<file path="src/verilog/sample_frame_pkg.sv">
// Constants for the serial sample frame block.
// Assumes a 20 MHz system clock sampling the frame pins.
package sample_frame_pkg;
  // ----------------------------------------
  // Clock and timing
  // ----------------------------------------
  localparam int CLK_PERIOD_NS            = 50;
  localparam int OUTPUT_ENABLE_DELAY_NS   = 20;
  localparam int BIT_ACCESS_DELAY_NS      = 40;
  localparam int TRACK_TIME_MIN_NS        = 350;
  localparam int WAKE_DELAY_NS            = 1000;
  localparam int OUTPUT_ENABLE_DELAY_CYC  =
    (OUTPUT_ENABLE_DELAY_NS / CLK_PERIOD_NS) < 1 ? 1 : OUTPUT_ENABLE_DELAY_NS / CLK_PERIOD_NS;
  localparam int BIT_ACCESS_DELAY_CYC     =
    (BIT_ACCESS_DELAY_NS / CLK_PERIOD_NS) < 1 ? 1 : BIT_ACCESS_DELAY_NS / CLK_PERIOD_NS;
  localparam int TRACK_TIME_MIN_CYC       =
    (TRACK_TIME_MIN_NS + CLK_PERIOD_NS - 1) / CLK_PERIOD_NS;
  // ----------------------------------------
  // Frame layout
  // ----------------------------------------
  localparam int RESULT_WIDTH             = 12;
  localparam int LEAD_ZEROS               = 3;
  localparam logic [4:0] HOLD_END_RISE    = 5'h0_D;
  localparam logic [4:0] FRAME_END_FALL   = 5'h1_0;
  localparam logic [15:0] SHIFT_RESET     = 16'h0000;
endpackage

</file>
<file path="src/verilog/pin_sync.sv">
// Three-stage synchroniser with agreement filter for one pin.
// Assumes the pin is asynchronous to CLK_I.
module pin_sync (
  input  wire logic clk_i,
  input  wire logic rst_n_i,
  input  wire logic pin_i,
  input  wire logic init_i,
  output logic      level_o
);
  logic s1;
  logic s2;
  logic s3;
  // ----------------------------------------
  // Stages
  // ----------------------------------------
  always_ff @(posedge clk_i) begin
    // Start at the idle level so release shows no false edge
    if (!rst_n_i) begin
      s1 <= init_i;
      s2 <= init_i;
      s3 <= init_i;
    end else begin
      s1 <= pin_i;
      s2 <= s1;
      s3 <= s2;
    end
  end
  // Only an agreed value counts, rejecting a single-sample glitch
  always_ff @(posedge clk_i) begin
    if (!rst_n_i) begin
      level_o <= init_i;
    end else if (s2 == s3) begin
      level_o <= s3;
    end
  end
endmodule

</file>
<file path="src/verilog/sample_frame.sv">
// Frame control of a serial read port for a 12-bit sampling converter.
// Assumes the controller drives frame select and serial clock as async pins.
module sample_frame (
  input  wire logic        CLK_I,
  input  wire logic        RST_N_I,
  input  wire logic        FRAME_SEL_N_I,
  input  wire logic        SERIAL_CLK_I,
  input  wire logic [11:0] SAMPLE_CODE_I,
  output logic             SAMPLE_HOLD_O,
  output logic             SERIAL_RESULT_OUT_O,
  output logic             SERIAL_RESULT_OE_O
);
  typedef enum logic [1:0] {IDLE, HOLD, TRACK} phase_type;

  logic        sel_n;
  logic        sclk;
  logic        sel_n_d;
  logic        sclk_d;
  logic        frame_start;
  logic        frame_stop;
  logic        sclk_rise;
  logic        sclk_fall;
  logic [4:0]  rise_cnt;
  logic [4:0]  fall_cnt;
  logic [15:0] shift;
  phase_type   phase;

  // ----------------------------------------
  // Decoding
  // ----------------------------------------
  // True on the edge that brings a count to its limit
  function automatic logic at_last_edge(input logic [4:0] cnt, input logic [4:0] limit);
    at_last_edge = (cnt == limit - 5'h0_1);
  endfunction

  // ----------------------------------------
  // Pin synchronisers
  // ----------------------------------------
  pin_sync u_sel (
    .clk_i   (CLK_I),
    .rst_n_i (RST_N_I),
    .pin_i   (FRAME_SEL_N_I),
    .init_i  (1'b1),
    .level_o (sel_n)
  );
  pin_sync u_sclk (
    .clk_i   (CLK_I),
    .rst_n_i (RST_N_I),
    .pin_i   (SERIAL_CLK_I),
    .init_i  (1'b0),
    .level_o (sclk)
  );

  always_ff @(posedge CLK_I) begin
    if (!RST_N_I) begin
      sel_n_d <= 1'b1;
      sclk_d  <= 1'b0;
    end else begin
      sel_n_d <= sel_n;
      sclk_d  <= sclk;
    end
  end

  assign frame_start = sel_n_d & ~sel_n;
  assign frame_stop  = ~sel_n_d & sel_n;
  assign sclk_rise   = ~sclk_d & sclk & ~sel_n;
  assign sclk_fall   = sclk_d & ~sclk & ~sel_n;

  // ----------------------------------------
  // Edge counters
  // ----------------------------------------
  // Counts saturate so extra clocks in a long frame do nothing
  always_ff @(posedge CLK_I) begin
    if (!RST_N_I) begin
      rise_cnt <= 5'h0_0;
      fall_cnt <= 5'h0_0;
    end else if (frame_start) begin
      rise_cnt <= 5'h0_0;
      fall_cnt <= 5'h0_0;
    end else begin
      if (sclk_rise && rise_cnt != 5'h1_F) begin
        rise_cnt <= rise_cnt + 5'h0_1;
      end
      if (sclk_fall && fall_cnt != 5'h1_F) begin
        fall_cnt <= fall_cnt + 5'h0_1;
      end
    end
  end

  // ----------------------------------------
  // Track and hold
  // ----------------------------------------
  always_ff @(posedge CLK_I) begin
    if (!RST_N_I) begin
      phase         <= IDLE;
      SAMPLE_HOLD_O <= 1'b0;
    end else begin
      case (phase)
        IDLE, TRACK: begin
          if (frame_start) begin
            phase         <= HOLD;
            SAMPLE_HOLD_O <= 1'b1;
          end
        end
        HOLD: begin
          if (sclk_rise && at_last_edge(rise_cnt, sample_frame_pkg::HOLD_END_RISE)) begin
            phase         <= TRACK;
            SAMPLE_HOLD_O <= 1'b0;
          end
        end
        default: begin
          phase         <= IDLE;
          SAMPLE_HOLD_O <= 1'b0;
        end
      endcase
    end
  end

  // ----------------------------------------
  // Serial output
  // ----------------------------------------
  // Bit 15 is the first bit shown; falls shift the next one up
  always_ff @(posedge CLK_I) begin
    if (!RST_N_I) begin
      shift <= sample_frame_pkg::SHIFT_RESET;
    end else if (frame_start) begin
      shift <= {4'h0, SAMPLE_CODE_I};
    end else if (sclk_fall) begin
      shift <= {shift[14:0], 1'b0};
    end
  end

  // Bit 15 is zero after reset or a full frame; falls one to three show the lead zeros,
  // so a receiver capturing on the next fall sees three zeros then data
  assign SERIAL_RESULT_OUT_O = shift[15];

  always_ff @(posedge CLK_I) begin
    if (!RST_N_I) begin
      SERIAL_RESULT_OE_O <= 1'b0;
    end else if (frame_start) begin
      SERIAL_RESULT_OE_O <= 1'b1;
    end else if (frame_stop) begin
      SERIAL_RESULT_OE_O <= 1'b0;
    end else if (sclk_fall &&
                 at_last_edge(fall_cnt, sample_frame_pkg::FRAME_END_FALL)) begin
      SERIAL_RESULT_OE_O <= 1'b0;
    end
  end
endmodule

</file>
<file path="config.mk">
export PLATFORM = sky130hd
export DESIGN_NAME = sample_frame
export DESIGN_NICKNAME = d
export VERILOG_FILES = /design/src/verilog/sample_frame_pkg.sv /design/src/verilog/pin_sync.sv /design/src/verilog/sample_frame.sv
export SDC_FILE = /design/constraint.sdc
export NUM_CORES = 1
export LEC_CHECK = 0
export ABC_AREA = 1
export ABC_CLOCK_PERIOD_IN_PS = 1810
export BUFFER_PORTS_ARGS = -buffer_cell sky130_fd_sc_hd__buf_2
export CAP_MARGIN = 20
export CORE_MARGIN = 2
export CORE_UTILIZATION = 24
export DETAILED_ROUTE_END_ITERATION = 8
export PLACE_DENSITY = 0.37
export SLEW_MARGIN = 20
export SYNTH_ARGS = -nofsm -noshare
export SYNTH_HDL_FRONTEND = slang
export SYNTH_SLANG_ARGS = --single-unit
</file>
<file path="constraint.sdc">
create_clock -name CLK_I -period 1.81 [get_ports CLK_I]
set_input_delay 0.362 -clock CLK_I [delete_from_list [all_inputs] [get_ports CLK_I]]
set_output_delay 0.362 -clock CLK_I [all_outputs]
set_load 0.01 [all_outputs]
</file>
# Yosys cells after proc, flatten, opt, wreduce, memory -nomap -nowiden

Index checks and enable logic that the tools add are counted.

Output and inout port bits: 3
Bits of input ports: 16
Flip-flop bits (word level): 40
Logic and storage cells: 61

Eq/ne operators: 10
Add/subtract/negate cells: 2
Reductions and logical operators: 10
Bitwise operators: 11
Multiplexer cells: 11

Operators by type and width:

| cell                                          | number |
|---|---|
| two-way mux 12 bit                            | 2 |
| adder 5 x 1 -> 5 bit, second input constant   | 2 |
| == test 5 x 4 -> 1 bit, second input constant | 2 |
| != test 5 bit, second input constant          | 2 |
| AND 1 bit                                     | 6 |
| two-way mux 1 bit                             | 5 |
| inverter 1 bit                                | 5 |
| logical AND 1 bit                             | 4 |
| two-way mux 2 bit                             | 2 |
| != test 2 bit, second input constant          | 2 |
| one-hot mux 2 bit (2 select lines)            | 1 |
| OR reduction 2 bit                            | 2 |
| nonzero test 3 bit                            | 1 |
| == test 1 bit                                 | 2 |
| == test 2 x 1 -> 1 bit, second input constant | 1 |
| == test 2 bit, second input constant          | 1 |
| zero test 2 bit                               | 1 |
| one-hot mux 1 bit (2 select lines)            | 1 |
| AND reduction 2 bit                           | 1 |
| nonzero test 2 bit                            | 1 |

# Logic depth before layout (Yosys ltp)

Gate-level depths: netlist of the first run.

Word-level depth: 7
Mapped depth: 10
Mapped depth without buffers: 10

# Hierarchy

A second synthesis of the first run with hierarchy kept.

Cells, all modules: 251
Area total of the unflattened synthesis: 1,898.1 um2

Modules (own cells, without submodules):

| module       | times used | area an instance (um2) | cells an instance | sequential area each (um2) |
|---|---|---|---|---|
| sample_frame | 1          | 1,615.3                | 217               | 620.6 |
| pin_sync     | 2          | 141.4                  | 17                | 90.1 |

# Least setup slack after synthesis of the first run

No wires, ideal clock.

Path kind: reg2reg
From: reg fall_cnt[0]
To: reg fall_cnt[0]
Path buffers: 0
Arrival: 1.201 ns
Setup slack: 0.490 ns
Cell stages (with the launch flop): 9
Required time: 1.691 ns
Library setup time: 0.119 ns
Clock period less this slack: 1.320 ns
Cells stage by stage: dfxtp_1 > ha_1 > nand2_1 > nor2_1 > ha_1 > nor2_4 > inv_1 > o21ai_0 > a21oi_1

Cells in the longest elaborated chain, start to end: 2
Elaborated cells on any way between the ends: 3
Those cells by class: add/sub (1); eq/ne (1); reduce/logical (1)

RTL lines:

| item                                                                         | line               | source |
|---|---|---|
| start: declaration                                                           | sample_frame.sv:24 | `logic [4:0] fall_cnt;` |
| start signal: assignment                                                     | sample_frame.sv:85 | `fall_cnt <= fall_cnt + 5'h0_1;` |
| parallel branches: the longest is 2 deep, another holds adder 5 x 1 -> 5 bit | n/a                |  |

Several ways; the timed one is not identified.
A chain may end at the register's enable or synchronous reset.

# Final worst setup path of the first run

From: reg u_sel.level_o
To: reg shift[3]

Cells in the longest elaborated chain, start to end: 3
Elaborated cells on any way between the ends: 5
Those cells by class: mux (1); bitwise (3); reduce/logical (1)

RTL lines:

| item                                                            | line                | source |
|---|---|---|
| start: declaration                                              | pin_sync.sv:8       | `output logic level_o` |
| start signal: assignment                                        | pin_sync.sv:31      | `level_o <= init_i;` |
| inverter 1 bit (*)                                              | sample_frame.sv:64  | `assign frame_start = sel_n_d & ~sel_n;` |
| AND 1 bit (*)                                                   | sample_frame.sv:64  |  |
| via frame_start                                                 | sample_frame.sv:19  | `logic frame_start;` |
| two-way mux 12 bit / nonzero test 2 bit (equally long branches) | n/a                 |  |
| end signal: assignment                                          | sample_frame.sv:125 | `shift <= sample_frame_pkg::SHIFT_RESET;` |
| end signal: assignment                                          | sample_frame.sv:127 | `shift <= {4'h0, SAMPLE_CODE_I};` |
| end signal: assignment                                          | sample_frame.sv:129 | `shift <= {shift[14:0], 1'b0};` |
| end: declaration                                                | sample_frame.sv:25  | `logic [15:0] shift;` |

The timed path passes the listed nets; every way through them passes the cells marked *.

==> metrics, run 1 <==
status=finished clean; Antenna Violating Nets Remaining=0; drt via density=between 4 and 5; Psw=between 0.3 and 0.4 mW; CTS Hold Buffers Added=0; YS warnings=0; #FFs+latches synth=40; Max H-tree Level=2; Final min period=1.48 ns; number of setup buffers added after CTS=0; Placer Congestion=around 0.67; Setup WS post-layout=between 0.3 and 0.4 ns; Post-Place Setup Slack=around 0.34 ns; clk_skew=around 0.0099 ns; vias=about 1300; Synth area leader=dfxtp_1; port buffer count=18; DRT Pass-1 Iters=4; std cell rows=30; Leakage Power=about 0.77 nW; clock-pin slew of the registers on the worst-case setup and hold paths=roughly 0.080 ns; Logic pwr share=under 10%; Max-slew headroom=a little over two thirds; dpl hpwl=~2.4 mm; initial drt markers=63; Final Max Slew Viols=0; CTS tree=done; CP required=between 2 and 2.5 ns; start point of the worst hold path=FRAME_SEL_N_I; area delta synth->final=14.1%; num ports=19; Total Wirelength=between 3 and 4 mm; P per Cell Area=787 mW/mm²; Avg Inst Size Synth=roughly 8 µm²; initial antenna violation count=0; Num CTS Buffers=5; clk_lat worst skew=about 0.29 ns; Die Footprint=0.00763 mm²; Multi-input gate area=a little over 700 µm²; register area share after synthesis=between 40% and 50%; root buffer cell=clkbuf_8; Distinct cells, synth=26; Initial Util=24.7%; total track usage=between 9 and 10%; top-area cell type share of the netlist area=around half; CP startpoint kind=flop; TNS Setup=0 ns; Seq pwr share=between 50 and 60%; Setup crit end kind=flop; Die H=between 80 and 90 µm; Synth Cell Area=approximately 0.0017 mm²; CP max FO=14; Layout Nets=250; fraction of layout cells with a size suffix above 1=a little under a fifth; setup violators final=0; CTS Buffer Depth=2; WS Path Type=flop to flop; CP arrival=about 1.7 ns; launch point of the worst path=u_sel.level_o$_SDFFE_PN1N_; cell count after synthesis=just over 200; Worst VDD drop=0.000227 V; first-pass GRT wire length=just under 6 mm; drt drc=0; Register Area=between 800 and 900 µm²; max-capacitance violation count=0; WL/cell=roughly 11 µm; RSZ-0062 raised after global routing=false; Antenna diodes=0; fmax=674 MHz; internal power=roughly 1.2 mW; Fin. Hold Viols=0; Fillers=760; Clk pwr share=37.3%; largest net degree at the start of global routing=19; Worst-Margin Slew=~0.45 ns; fin crit share=between 80% and 90%; ranking of synthesized cells by area=dfxtp_1 48%, nand2_1 9.9%, ha_1 5.3%; syn_nets=229; GRT overflow=0; post-CTS sizing=0; clock sinks=40; r2r startpoint=u_sel.level_o$_SDFFE_PN1N_; Die X=87.3 µm; Sw Share=21.7%; Hold WC Path Type=input port to flop; core box area=between 0.006 and 0.007 mm²; vias in the first global route=1215
==> critical path: stages (launching register included) <==
cell	delay, ns
dfxtp_1	0.37
inv_1	0.09
ha_1	0.24
buf_4	0.20
nor2_4	0.29
nand2_1	0.08
a31oi_1	0.14
==> metrics by stage <==
stage,instance area (µm²),hold WS (ns),util (%),total power [mW],cells
finish,1900,0.252,28.1,1.50,307
global placement,1820,0.394,27.0,0.962,300
floorplan,1670,0.390,-,0.934,206
detailed placement,1820,0.401,27.0,0.961,300
global route,1900,0.250,28.1,1.58,307
CTS,1900,0.244,28.1,1.53,307
==> power groups by stage <==
stage / registers [mW] / logic, mW / clock network (mW)
5_1_grt: 0.889 / 0.0573 / 0.629
3_5_place_dp: 0.909 / 0.0516 / 0
3_3_place_gp: 0.909 / 0.0523 / 0
4_1_cts: 0.888 / 0.0519 / 0.592
2_1_floorplan: 0.909 / 0.0258 / 0
6_report: 0.889 / 0.0501 / 0.557
==> sequential cells by signal, indices dropped and copies added, names as in the netlist <==
| name | flops |
|---|---|
| SAMPLE_HOLD_O | 1 |
| SERIAL_RESULT_OE_O | 1 |
| fall_cnt | 5 |
| phase | 2 |
| rise_cnt | 5 |
| sclk_d | 1 |
| sel_n_d | 1 |
| shift | 16 |
| u_sclk.level_o | 1 |
| u_sclk.s1 | 1 |
| u_sclk.s2 | 1 |
| u_sclk.s3 | 1 |
| u_sel.level_o | 1 |
| u_sel.s1 | 1 |
| u_sel.s2 | 1 |
| u_sel.s3 | 1 |
==> final timing paths <==
| check | to | slack [ns] | depth (start not counted) |
|---|---|---|---|
| setup / recovery | shift[3]$_SDFFE_PN0P_ | 0.33 | 6 |
| hold / removal | u_sel.s1$_SDFF_PN1_ | 0.25 | 2 |
| setup reg to reg | shift[3]$_SDFFE_PN0P_ | 0.33 | 6 |
| hold reg to reg | u_sclk.s2$_SDFF_PN0_ | 0.42 | 2 |
==> per-layer routing <==
layer | global-route usage (%) | share of wire (%) | up-vias
li1 | - | - | 712
met1 | 12.8 | 52 | 569
met2 | 14.9 | 42 | 20
met3 | 3.41 | 4.1 | 6
met4 | 4.20 | 1.9 | 0
met5 | 0 | 0 | -
==> layout make-up <==
cell class / instances / area share (%)
Sequential cell: 40 / 42.1
Multi-Input combinational cell: 138 / 38.0
Timing Repair Buffer: 22 / 6.32
Tap cell: 80 / 5.26
Inverter: 20 / 4.21
Clock buffer: 6 / 3.82
Clock inverter: 1 / 0.263
==> kinds of logic (layout without fill, tap and decap cells) <==
kind of cell             count (synthesis)  count (layout)  synth area share (%)
AND/OR/NAND/NOR                         89              89                  24.0
adder cells (fa/ha/maj)                  7               7                  5.26
flip-flops                              40              40                  48.0
buffers and inverters                   28              49                  8.56
XOR/XNOR                                 1               1                 0.526
AO/OA/AOI/OAI                           41              41                  13.6
==> synth_stat cells <==
cell type,n
a21boi_0,1
a21oi_1,13
a31oi_1,11
and3_1,1
buf_1,1
buf_2,2
buf_4,3
buf_6,1
buf_8,1
dfxtp_1,40
ha_1,7
inv_1,18
inv_2,1
inv_6,1
nand2_1,44
nand2_2,1
nand2_4,1
nand3_1,15
nand4_1,1
nor2_1,17
nor2_2,4
nor2_4,2
o21ai_0,14
o21bai_1,2
or2_2,3
xnor2_1,1
==> layout by cell type (no fill, tap or decap) <==
cell and count:
buf_4 4, a31oi_1 11, nand2_4 1, nor2_2 4, nand2_1 44, inv_1 18, a21oi_1 13, nor2_1 17
dfxtp_1 40, and3_1 1, clkinv_2 1, or2_2 3, xnor2_1 1, inv_2 1, inv_6 1, o21ai_0 14
ha_1 7, nand3_1 15, buf_2 18, clkbuf_1 1, nand2_2 1, clkbuf_8 5, a21boi_0 1, o21bai_1 2
nor2_4 2, nand4_1 1
Note: power is estimated with default switching activity, not from simulation.
==> run 2: changes to the inputs <==
--- a/config.mk
+++ b/config.mk
@@ -5,14 +5,14 @@
 export SDC_FILE = /design/constraint.sdc
 export NUM_CORES = 1
 export LEC_CHECK = 0
-export ABC_AREA = 1
-export ABC_CLOCK_PERIOD_IN_PS = 1810
+export ABC_AREA = 0
+export ABC_CLOCK_PERIOD_IN_PS = 1300
 export BUFFER_PORTS_ARGS = -buffer_cell sky130_fd_sc_hd__buf_2
 export CAP_MARGIN = 20
 export CORE_MARGIN = 2
 export CORE_UTILIZATION = 24
 export DETAILED_ROUTE_END_ITERATION = 8
-export PLACE_DENSITY = 0.37
+export PLACE_DENSITY = 0.38
 export SLEW_MARGIN = 20
 export SYNTH_ARGS = -nofsm -noshare
 export SYNTH_HDL_FRONTEND = slang
==> constraint.sdc (replaced) <==
create_clock -name CLK_I -period 1.3 [get_ports CLK_I]
set_input_delay 0.26 -clock CLK_I [delete_from_list [all_inputs] [get_ports CLK_I]]
set_output_delay 0.26 -clock CLK_I [all_outputs]
set_load 0.01 [all_outputs]
==> metrics, run 2 <==
Synth Cell Area=0.00165 mm² (was 0.00167 mm²); Hold Crit Endpoint=u_sel.s1$_SDFF_PN1_ (unchanged); grt peak-use layer=met2 (unchanged); WS Path Type=flop to flop (unchanged); Antenna diodes=0 (unchanged); Worst-Margin Slew=0.273 ns (was 0.454 ns); Total Wirelength=3.69 mm (was 3.36 mm); Max H-tree Level=2 (unchanged); Synth area leader=dfxtp_1 (unchanged); top-area cell type share of the netlist area=48.4% (was 48.0%); Die X=87.0 µm (was 87.3 µm); GRT overflow=0 (unchanged); max reg flops=16 (unchanged); CP max FO=6 (was 14); port buffer count=18 (unchanged); Hold WC Path Type=input port to flop (unchanged); dpl hpwl=2.32 mm (was 2.39 mm); Max-slew headroom=81.6% (was 69.7%); commonest non-fill, non-tap cell in the layout=nand2_1 (unchanged); Initial Util=24.6% (was 24.7%); Die H=87.0 µm (was 87.3 µm); Distinct cells, synth=34 (was 26); Antenna Violating Nets Remaining=0 (unchanged); largest registers=shift (16), fall_cnt (5), rise_cnt (5) (unchanged); most frequent cells after synthesis=40 x dfxtp_1, 38 x nand2_1, 17 x o21ai_0, 12 x a21oi_1, 9 x a31oi_1 (was 44 x nand2_1, 40 x dfxtp_1, 18 x inv_1, 17 x nor2_1, 15 x nand3_1); failing checks=negative setup slack; Fillers=676 (was 760); CTS Buffer Depth=2 (unchanged); first-pass GRT wire length=6.13 mm (was 5.79 mm); num ports=19 (unchanged); P per Cell Area=929 mW/mm² (was 787 mW/mm²); worst hold path cell count=2 (unchanged); utilization after layout=37.6% (was 28.1%); Setup crit end kind=flop (unchanged); Fin. Hold Viols=0 (unchanged); Final min period=1.90 ns (was 1.48 ns); Setup WS post-layout=-0.603 ns (was 0.325 ns); Async SR Flop Fraction=0% (unchanged); area delta synth->final=52.7% (was 14.1%); status=finished with violations (was finished clean); Final Max Slew Viols=0 (unchanged); fraction of layout cells with a size suffix above 1=47.0% (was 18.1%); clk_skew=0.00844 ns (was 0.00987 ns); vias=1451 (was 1307); Worst VDD drop=0.000490 V (was 0.000227 V); std cell rows=30 (unchanged); max-capacitance violation count=0 (unchanged); Register-to-Register Path Depth=6 (unchanged); drt drc=0 (unchanged); Num CTS Buffers=5 (unchanged); clock sinks=40 (unchanged); drt via density=4.44 (was 4.26); top-count cell post-synth=dfxtp_1 (was nand2_1); fmax=526 MHz (was 674 MHz); DRT Pass-1 Iters=4 (unchanged); syn_nets=216 (was 229); Post-synth EDFFs=0 (unchanged); Die Footprint=0.00757 mm² (was 0.00763 mm²); CTS tree=done (unchanged); DP Area=0.00210 mm² (was 0.00182 mm²); total track usage=10.1% (was 9.90%); fin crit share=146% (was 82.0%); met2 Resource Use GR=16.0% (was 14.9%); r2r startpoint=rise_cnt[1]$_SDFFE_PP0P_ (was u_sel.level_o$_SDFFE_PN1N_); clock-pin slew of the registers on the worst-case setup and hold paths=0.08 ns (about the same); r2r endpoint=rise_cnt[2]$_SDFFE_PP0P_ (was shift[3]$_SDFFE_PN0P_); CP startpoint kind=flop (unchanged); clk_lat worst skew=0.29 ns (about the same); Layout Nets=269 (was 250); root buffer cell=clkbuf_8 (unchanged); Biggest register=shift (unchanged); Synth Flop Type=dfxtp_1 (unchanged); YS warnings=0 (unchanged); Leakage Power=0.917 nW (was 0.771 nW); met1 Usage GRT=13.5% (was 12.8%); vias in the first global route=1325 (was 1215); start point of the worst hold path=FRAME_SEL_N_I (unchanged); global routing usage on met3=2.84% (was 3.41%); RSZ-0062 raised after global routing=true (was false); core box area=0.00672 mm² (was 0.00676 mm²); #FFs+latches synth=40 (unchanged); register area share after synthesis=48.4% (was 48.0%); Placer Congestion=0.675 (was 0.671); largest net degree at the start of global routing=20 (was 19); CP required=1.53 ns (was 2.03 ns); ranking of synthesized cells by area=dfxtp_1 48%, nand2_1 8.6%, ha_1 5.3% (was dfxtp_1 48%, nand2_1 9.9%, ha_1 5.3%); final instance area=0.00252 mm² (was 0.00190 mm²); initial antenna violation count=0 (unchanged); Avg Inst Size Synth=8.56 µm² (was 8.09 µm²); WL/cell=11.3 µm (was 11.0 µm); initial drt markers=28 (was 63); most frequent cells in the layout=34 x nand2_1, 33 x dfxtp_1, 31 x buf_4 (was 44 x nand2_1, 40 x dfxtp_1, 18 x inv_1, 18 x buf_2, 17 x nor2_1); setup violators final=13 (was 0); CP arrival=2.13 ns (was 1.70 ns); cell count after synthesis=193 (was 206); reg2reg setup slack=-0.60 ns (was 0.33 ns)
run 2: changes by cell type after synthesis, moves of 5 or more:
cell      change
nand2b_1      +5
nor2_1        -9
nand3_1      -11
inv_1        -10
nand2_1       -6
clkbuf_1      +7
run 2: report_power, final:
group / total [mW] / internal, mW / switching (mW)
sequential: 1.25 / 1.24 / 0.00748
combinational: 0.102 / 0.0488 / 0.0527
clock: 0.997 / 0.568 / 0.429
total: 2.34 / 1.85 / 0.489
run 2: logic make-up after synthesis:
logic type / Yosys count / share of synthesized area (%)
xor+xnor: 1 / 0.530
compound gates: 49 / 17.5
mux: 1 / 0.606
flops: 40 / 48.4
buf+inv: 20 / 5.22
simple gates: 75 / 22.4
fa+ha+maj: 7 / 5.30
run 2: worst max-delay path, cell delays in order, from the launching register on:
cell and delay (ns):
dfxtp_2 0.35, ha_4 0.16, and3_4 0.18, ha_4 0.15
or4b_4 0.55, or3_1 0.34, a21oi_2 0.12
run 2: per-stage QoR:
stage | total power [mW] | setup slack [ns] | TNS, ns | instances | hold WS [ns]
3_3_place_gp | 1.37 | -0.642 | -4.49 | 309 | 0.393
3_5_place_dp | 1.37 | -0.679 | -4.35 | 309 | 0.393
4_1_cts | 2.39 | -0.592 | -4.05 | 319 | 0.131
2_1_floorplan | 1.32 | -0.568 | -3.85 | 193 | 0.361
6_report | 2.34 | -0.603 | -4.00 | 327 | 0.145
5_1_grt | 2.47 | -0.643 | -4.70 | 327 | 0.138
run 2: final cells by class:
type / count / area (µm²) / share of cell area [%]
multi-input combinational: 133 / 1020 / 40.6
clock buffer: 5 / 68.8 / 2.73
tap: 80 / 100 / 3.97
sequential: 40 / 812 / 32.2
timing repair buffer: 58 / 428 / 17.0
clock inverter: 3 / 42.5 / 1.69
inverter: 8 / 47.5 / 1.88
run 2: routing by layer:
layer  routed length, µm  up-vias  share of wire, %
met5                   0        -                 0
li1                    -      769                 -
met4                  24        0              0.65
met3                 104        5               2.8
met2                1720       13                47
met1                1840      664                50
run 2: how the worst max path moves through the flow:
stage | depth (start not counted) | endpoint | from
floorplan | 7 | rise_cnt[3]$_SDFFE_PP0P_ | rise_cnt[0]$_SDFFE_PP0P_
global placement | 6 | rise_cnt[2]$_SDFFE_PP0P_ | rise_cnt[0]$_SDFFE_PP0P_
detailed placement | 6 | rise_cnt[2]$_SDFFE_PP0P_ | rise_cnt[0]$_SDFFE_PP0P_
CTS | 6 | rise_cnt[3]$_SDFFE_PP0P_ | rise_cnt[0]$_SDFFE_PP0P_
global route | 6 | rise_cnt[3]$_SDFFE_PP0P_ | rise_cnt[1]$_SDFFE_PP0P_
finish | 6 | rise_cnt[2]$_SDFFE_PP0P_ | rise_cnt[1]$_SDFFE_PP0P_
run 2: what timing repair did:
action / CTS / global route
endpoints found under the setup margin: 30 / 30
resized for setup: 24 / 43
hold buffers: 0 / 0
pin swaps: 10 / 9
cloned: 0 / 1
setup buffers: 2 / 8
